File: src/incr_lit_pkg.sv
// Package for the increment and literal-load instruction block.
// Assumes a single 125 MHz core clock and classic Wishbone register access.
package incr_lit_pkg;

  // ****************************************************************
  // Opcode patterns
  // ****************************************************************
  localparam logic [6:0] OP_INC_HI7   = 7'h0a;  // 0001 010d
  localparam logic [6:0] OP_INCSZ_HI7 = 7'h0f;  // 0001 111d
  localparam logic [6:0] OP_LDBANK_HI7 = 7'h5d; // 1011 101x
  localparam logic [7:0] OP_LDW_HI8   = 8'hb0;  // 1011 0000

  // ****************************************************************
  // Register map (word offsets as byte addresses)
  // ****************************************************************
  localparam logic [7:0] REG_CTRL   = 8'h00;
  localparam logic [7:0] REG_INSTR  = 8'h04;
  localparam logic [7:0] REG_WORK   = 8'h08;
  localparam logic [7:0] REG_BANK   = 8'h0c;
  localparam logic [7:0] REG_FLAGS  = 8'h10;
  localparam logic [7:0] REG_FADDR  = 8'h14;
  localparam logic [7:0] REG_FDATA  = 8'h18;

  // ****************************************************************
  // Field positions and reset values
  // ****************************************************************
  localparam int FLAG_C   = 0;
  localparam int FLAG_NIB = 1;
  localparam int FLAG_Z   = 2;
  localparam int FLAG_SWRAP = 3;
  localparam int CTRL_SKIP = 0;
  localparam logic [7:0] WORK_RST  = 8'h00;
  localparam logic [7:0] BANK_RST  = 8'h00;
  localparam logic [3:0] FLAGS_RST = 4'h0;
  localparam int FILE_DEPTH = 256;

  typedef struct packed {
    logic       signed_wrap_flag;
    logic       zero;
    logic       low_nibble_wrap_flag;
    logic       carry;
  } flags_t;

  typedef struct packed {
    logic [7:0] result;
    flags_t     flags;
  } inc_res_t;

endpackage : incr_lit_pkg

File: src/incr_lit_core.sv
// Executes increment and literal-load instructions on a small register file.
// Assumes a classic Wishbone master writes instruction words and reads state.
//
// Notes on behaviour
// - Upper byte 0001 010d increments file register at low-byte address.
// - Destination bit 0 writes working register, 1 writes the file register.
// - 1011 101x copies literal nibble into bank select bits 7:4, one cycle.
// - Bank select lower nibble stays unchanged on that load.
// - 1011 0000 kkkkkkkk loads literal into working register, flags untouched.
`timescale 1ns/1ns
module incr_lit_core
  import incr_lit_pkg::*;
(
  input  wire logic        clk_i,
  input  wire logic        rst_i,
  input  wire logic        cyc_i,
  input  wire logic        stb_i,
  input  wire logic        we_i,
  input  wire logic [7:0]  adr_i,
  input  wire logic [3:0]  sel_i,
  input  wire logic [31:0] dat_i,
  output logic      [31:0] dat_o,
  output logic             ack_o,
  output logic      [7:0]  working_register_o,
  output logic      [7:0]  bank_select_register_o,
  output logic             skip_o
);

  // ****************************************************************
  // Increment arithmetic
  // ****************************************************************
  function automatic inc_res_t inc8(input logic [7:0] v);
    inc_res_t r;
    logic [8:0] s;
    s = {1'b0, v} + 9'h001;
    r.result = s[7:0];
    r.flags.carry = s[8];
    r.flags.low_nibble_wrap_flag = (v[3:0] == 4'hf);
    r.flags.zero = (s[7:0] == 8'h00);
    r.flags.signed_wrap_flag = (v == 8'h7f);
    return r;
  endfunction : inc8

  // ****************************************************************
  // Opcode decoding
  // ****************************************************************
  function automatic logic is_inc(input logic [15:0] w);
    return w[15:9] == OP_INC_HI7;
  endfunction : is_inc

  function automatic logic is_incsz(input logic [15:0] w);
    return w[15:9] == OP_INCSZ_HI7;
  endfunction : is_incsz

  function automatic logic is_ldbank(input logic [15:0] w);
    return w[15:9] == OP_LDBANK_HI7;
  endfunction : is_ldbank

  function automatic logic is_ldw(input logic [15:0] w);
    return w[15:8] == OP_LDW_HI8;
  endfunction : is_ldw

  logic [7:0] file_q [FILE_DEPTH];
  logic [7:0] work_q, work_d;
  logic [7:0] bank_q, bank_d;
  flags_t     flags_q, flags_d;
  logic       skip_q, skip_d;
  logic       ack_q, ack_d;
  logic [31:0] rdat_q, rdat_d;
  logic [7:0] faddr_q, faddr_d;
  logic       fwe;
  logic [7:0] fwa, fwd;
  logic [15:0] instr;
  logic        exec;
  logic        req;
  inc_res_t    ir;

  assign req   = cyc_i && stb_i && !ack_q;
  assign exec  = req && we_i && (adr_i == REG_INSTR) && (sel_i[1:0] == 2'b11);
  assign instr = dat_i[15:0];
  assign ir    = inc8(file_q[instr[7:0]]);

  // ****************************************************************
  // Next-state logic
  // ****************************************************************
  always_comb begin
    work_d  = work_q;
    bank_d  = bank_q;
    flags_d = flags_q;
    skip_d  = skip_q;
    faddr_d = faddr_q;
    fwe     = 1'b0;
    fwa     = instr[7:0];
    fwd     = ir.result;
    ack_d   = req;
    rdat_d  = 32'h0000_0000;
    if (exec) begin
      if (skip_q) begin
        skip_d = 1'b0;
      end else if (is_inc(instr)) begin
        if (instr[8]) begin
          fwe = 1'b1;
        end else begin
          work_d = ir.result;
        end
        flags_d = ir.flags;
      end else if (is_incsz(instr)) begin
        if (instr[8]) begin
          fwe = 1'b1;
        end else begin
          work_d = ir.result;
        end
        skip_d = ir.flags.zero;
      end else if (is_ldbank(instr)) begin
        bank_d = {instr[7:4], bank_q[3:0]};
      end else if (is_ldw(instr)) begin
        work_d = instr[7:0];
      end
    end else if (req && we_i) begin
      case (adr_i)
        REG_WORK: begin
          if (sel_i[0]) work_d = dat_i[7:0];
        end
        REG_BANK: begin
          if (sel_i[0]) bank_d = dat_i[7:0];
        end
        REG_FLAGS: begin
          if (sel_i[0]) flags_d = flags_t'(dat_i[3:0]);
        end
        REG_FADDR: begin
          if (sel_i[0]) faddr_d = dat_i[7:0];
        end
        REG_FDATA: begin
          fwe = sel_i[0];
          fwa = faddr_q;
          fwd = dat_i[7:0];
        end
        default: begin
        end
      endcase
    end else if (req) begin
      case (adr_i)
        REG_CTRL:  rdat_d = {31'h0, skip_q};
        REG_WORK:  rdat_d = {24'h0, work_q};
        REG_BANK:  rdat_d = {24'h0, bank_q};
        REG_FLAGS: rdat_d = {28'h0, flags_q};
        REG_FADDR: rdat_d = {24'h0, faddr_q};
        REG_FDATA: rdat_d = {24'h0, file_q[faddr_q]};
        default:   rdat_d = 32'h0000_0000;
      endcase
    end
  end

  // ****************************************************************
  // State registers
  // ****************************************************************
  always_ff @(posedge clk_i) begin
    if (rst_i) begin
      work_q  <= WORK_RST;
      bank_q  <= BANK_RST;
      flags_q <= flags_t'(FLAGS_RST);
      skip_q  <= 1'b0;
      ack_q   <= 1'b0;
      rdat_q  <= 32'h0000_0000;
      faddr_q <= 8'h00;
    end else begin
      work_q  <= work_d;
      bank_q  <= bank_d;
      flags_q <= flags_d;
      skip_q  <= skip_d;
      ack_q   <= ack_d;
      rdat_q  <= rdat_d;
      faddr_q <= faddr_d;
    end
  end

  always_ff @(posedge clk_i) begin
    if (fwe) begin
      file_q[fwa] <= fwd;
    end
  end

  assign dat_o                  = rdat_q;
  assign ack_o                  = ack_q;
  assign working_register_o     = work_q;
  assign bank_select_register_o = bank_q;
  assign skip_o                 = skip_q;
endmodule : incr_lit_core

File: config.mk
export PLATFORM = sky130hd
export DESIGN_NAME = incr_lit_core
export DESIGN_NICKNAME = d
export VERILOG_FILES = /design/src/incr_lit_pkg.sv /design/src/incr_lit_core.sv
export SDC_FILE = /design/constraint.sdc
export NUM_CORES = 2
export LEC_CHECK = 0
export BUFFER_PORTS_ARGS = -buffer_cell sky130_fd_sc_hd__buf_2
export CAP_MARGIN = 5
export CORE_MARGIN = 1
export CORE_UTILIZATION = 40
export CTS_CLUSTER_SIZE = 10
export DETAILED_ROUTE_END_ITERATION = 12
export PLACE_DENSITY = 0.58
export SLEW_MARGIN = 30
export SYNTH_ARGS = -nofsm -noshare
export SYNTH_HDL_FRONTEND = slang
export SYNTH_SLANG_ARGS = --single-unit
File: constraint.sdc
create_clock -name clk_i -period 15.45 [get_ports clk_i]
set_input_delay 0.7725 -clock clk_i [delete_from_list [all_inputs] [get_ports clk_i]]
set_output_delay 0.7725 -clock clk_i [all_outputs]
set_load 0.005 [all_outputs]
==> impl_results.md <==
- Crit share post-route: 51.25%
- Final hold vios: 0
- Core area: 0.2439 mm^2
- Max rail drop VDD: 119.3 uV
- Routing usage on met2: 39.30%
- EDFF count, synth: 2048
- Post-synth ARST share: 0%
- DR WL/cell: 40.76 um
- Setup violations, final: 0
- PD cells: 115.0 mW/mm^2
- Area grow syn2layout: 10.44%
- Clk_skew: 39.30 ps
- Total clock sinks: 2094
- Final Max Tran Viols: 0
- Worst path required time: 15990 ps
- Yosys warns: 0
- Via count: 56030
- Worst-Margin Slew: 1108 ps
- P_leak: 32.05 nW
- Die area: 0.2482 mm^2
- Clock network fraction of design power: 39.1%
- Initial antenna violation count: 14
- Hold_buf cts: 0
- R2r startpoint: file_q[59][4]
- Std cell rows: 181
- Cts bufs inserted: 232
- DR iter-0 viols: 8601
- Reg2reg setup slack: 9430 ps
- WHS: 286.8 ps
- Final net count: 4996
- Vias in the first global route: 54840
- Depth of the worst register-to-register path: 12
- Worst setup EP type: register
- Fin crit period: 7918 ps
- Max Cap Viol: 0
- Total GRT Usage: 26.90%
- HP Class: in -> reg
- Clock Latency Late Sink: 900 ps
- Total net switching power: 0.002975 W
- Register share of total power: 52.7%
- Largest net degree at the start of global routing: 194
- Hold Crit Depth: 4
- Crit start category: input pin
- Commonest non-fill, non-tap cell in the layout: edfxtp_1
- Die width: 498.2 um
- Slew headroom: 25.92%
- FF-to-FF End: file_q[120][5]
- TNS Setup: 0 ps
- RSZ-0062 raised after global routing: false
- Routed Wire Length: 335300 um
- Longest Clk Path Bufs: 3
- Met3 usage: 7.890%
- Hold Crit Endpoint: skip_o
- Top FF cell, synth: edfxtp_1
- Post-CTS Setup Bufs: 0
- CP Class: in -> reg
- Cell internal pwr: 0.009532 W
- Sequential area share after synthesis: 63.38%
- Combinational share of power: 8.2%
- Most frequent cells in the layout: edfxtp_1 (2048), mux4_2 (1151), clkbuf_16 (235)
- Post-Synthesis Cells: 4887
- Initial Utilization: 40.38%
- Outcome: complete, no violations
- Fmax: 126.3 MHz
- FILL cells: 20480
- Drt pass-1 iters: 7
- Met1 Use GR: 37.27%
- GRT busiest layer: met2
- Mapped Area: 0.09849 mm^2
- Grt ovf: 0
- DP HPWL: 217700 um
- Critical hold path startpoint: dat_i[9]
- Worst-path clk slew: 60 ps
- Synth unique cells: 85
- I/O Pins: 99
- Syn_area_per_cell: 20.15 um^2
- Flops & latches, synth: 2094
- Buffers added on ports: 56
- TritonCTS clock tree: yes
- Root Driver: clkbuf_16
- Crit path arrival time: 8460 ps
- GPL Wtd Cong: 0.8956
- First-pass GRT wire length: 461300 um
- DRC viols: 0
- Die H: 498.2 um
- H-tree Lvls: 4
- Worst-path fanout max: 97
- Post_cts resized: 0
- DRT antenna net count: 0
- DR vias/cell: 6.811
- Switch share: 23.78%
- Share of cells above drive strength 1: 36.09%
-- logic make-up (layout without fill, tap and decap cells) --
family / Yosys count / in the layout / share of synthesized area, %
flops: 2094 / 2094 / 63.38
xor+xnor: 8 / 8 / 0.07114
simple gates: 649 / 649 / 2.982
compound gates: 349 / 349 / 2.503
mux: 1360 / 1360 / 28.61
buf+inv: 425 / 533 / 2.445
other cells: 1 / 30 / 0.003807
fa+ha+maj: 1 / 1 / 0.01270
-- flip-flops by register name, indices dropped and copies added, names as in the netlist, named ones only --
| signal | cells |
|---|---|
| flags_q | 4 |
| file_q | 2048 |
| working_register_o | 8 |
| bank_select_register_o | 8 |
| faddr_q | 8 |
| ack_o | 1 |
| skip_o | 1 |
| dat_o | 8 |
-- power by group through the flow --
stage	Combinational, W	Clock [W]	Sequential, W
6_report	0.00102	0.00489	0.00659
5_1_grt	0.00106	0.00511	0.00659
4_1_cts	0.00100	0.00493	0.00659
3_5_place_dp	0.00101	0	0.00671
3_3_place_gp	0.000961	0	0.00671
2_1_floorplan	0.000526	0	0.00692
-- synth_stat cells (all sizes together), types with 7 or more instances --
cell type	instances	area [um^2]
o21ai	39	195.2
mux2i	188	1882
a21oi	52	264.0
and2	11	68.82
edfxtp	2048	61500
nor4	14	108.9
nand4	16	118.9
nor2	340	1276
a31oi	19	118.9
nor3	24	125.1
inv	12	45.04
a221oi	9	78.83
nand2	131	491.7
mux2	12	135.1
a211oi	15	122.6
nand3b	11	82.58
a22o	9	78.83
clkbuf	201	754.5
nand2b	10	62.56
o22ai	36	231.5
o211ai	9	67.56
buf	212	1609
o221ai	8	70.07
or2	7	46.30
mux4	1160	26160
dfxtp	46	920.9
xnor2	8	70.07
and3	9	56.30
nor2b	11	68.82
a222oi	7	70.07
a2111oi	8	70.07
nand3	31	160.1
or3	11	68.82
a22oi	96	720.7
-- metal layers --
layer / routed length (um) / up-vias
met2: 149500 / 3671
met5: 42 / -
met3: 39850 / 625
met1: 130200 / 30520
met4: 15710 / 6
li1: - / 21210
-- per-stage QoR --
| step | area (um^2) | utilization, % | power [W] | cells | setup slack [ps] |
|---|---|---|---|---|---|
| global placement | 102000 | 41.82 | 0.007676 | 7906 | 6728 |
| detailed placement | 102300 | 41.95 | 0.007717 | 7910 | 6815 |
| finish | 108800 | 44.60 | 0.01251 | 8226 | 7532 |
| global route | 108800 | 44.59 | 0.01276 | 8222 | 7357 |
| floorplan | 98580 | - | 0.007441 | 4910 | 55.04 |
| CTS | 108500 | 44.50 | 0.01252 | 8216 | 7754 |
-- critical path, cell delays in order --
cell,delay (ps)
buf_8,430
buf_4,730
buf_12,510
buf_4,570
mux4_2,390
a32o_1,270
a31oi_1,770
nand2_1,110
o22ai_1,700
or4_1,300
nor4_1,90
xnor2_1,260
nor2_1,100
a21oi_4,740
buf_4,570
buf_4,740
-- layout make-up --
type                    count  area [um^2]  area share, %
repair buffers            215         1780          1.637
flip-flops and latches   2094        62440          57.40
multi-input cells        2391        34260          31.49
diodes                      6        15.01        0.01380
clock inverters            20        173.9         0.1599
inverters                  12        50.05        0.04601
well taps                3202         4006          3.683
clock buffers             286         6051          5.563
-- worst max-delay path by stage --
stage,slack [ps],to,cells after the start,start
3_3_place_gp,6730,file_q[184][6],15,dat_i[0]
2_1_floorplan,60,file_q[0][7],13,dat_i[0]
6_report,7530,file_q[120][5],16,dat_i[2]
3_5_place_dp,6820,file_q[126][5],15,dat_i[0]
5_1_grt,7360,file_q[120][5],15,dat_i[0]
4_1_cts,7750,file_q[125][5],15,dat_i[0]
Note: power is estimated with default switching activity, not from simulation.
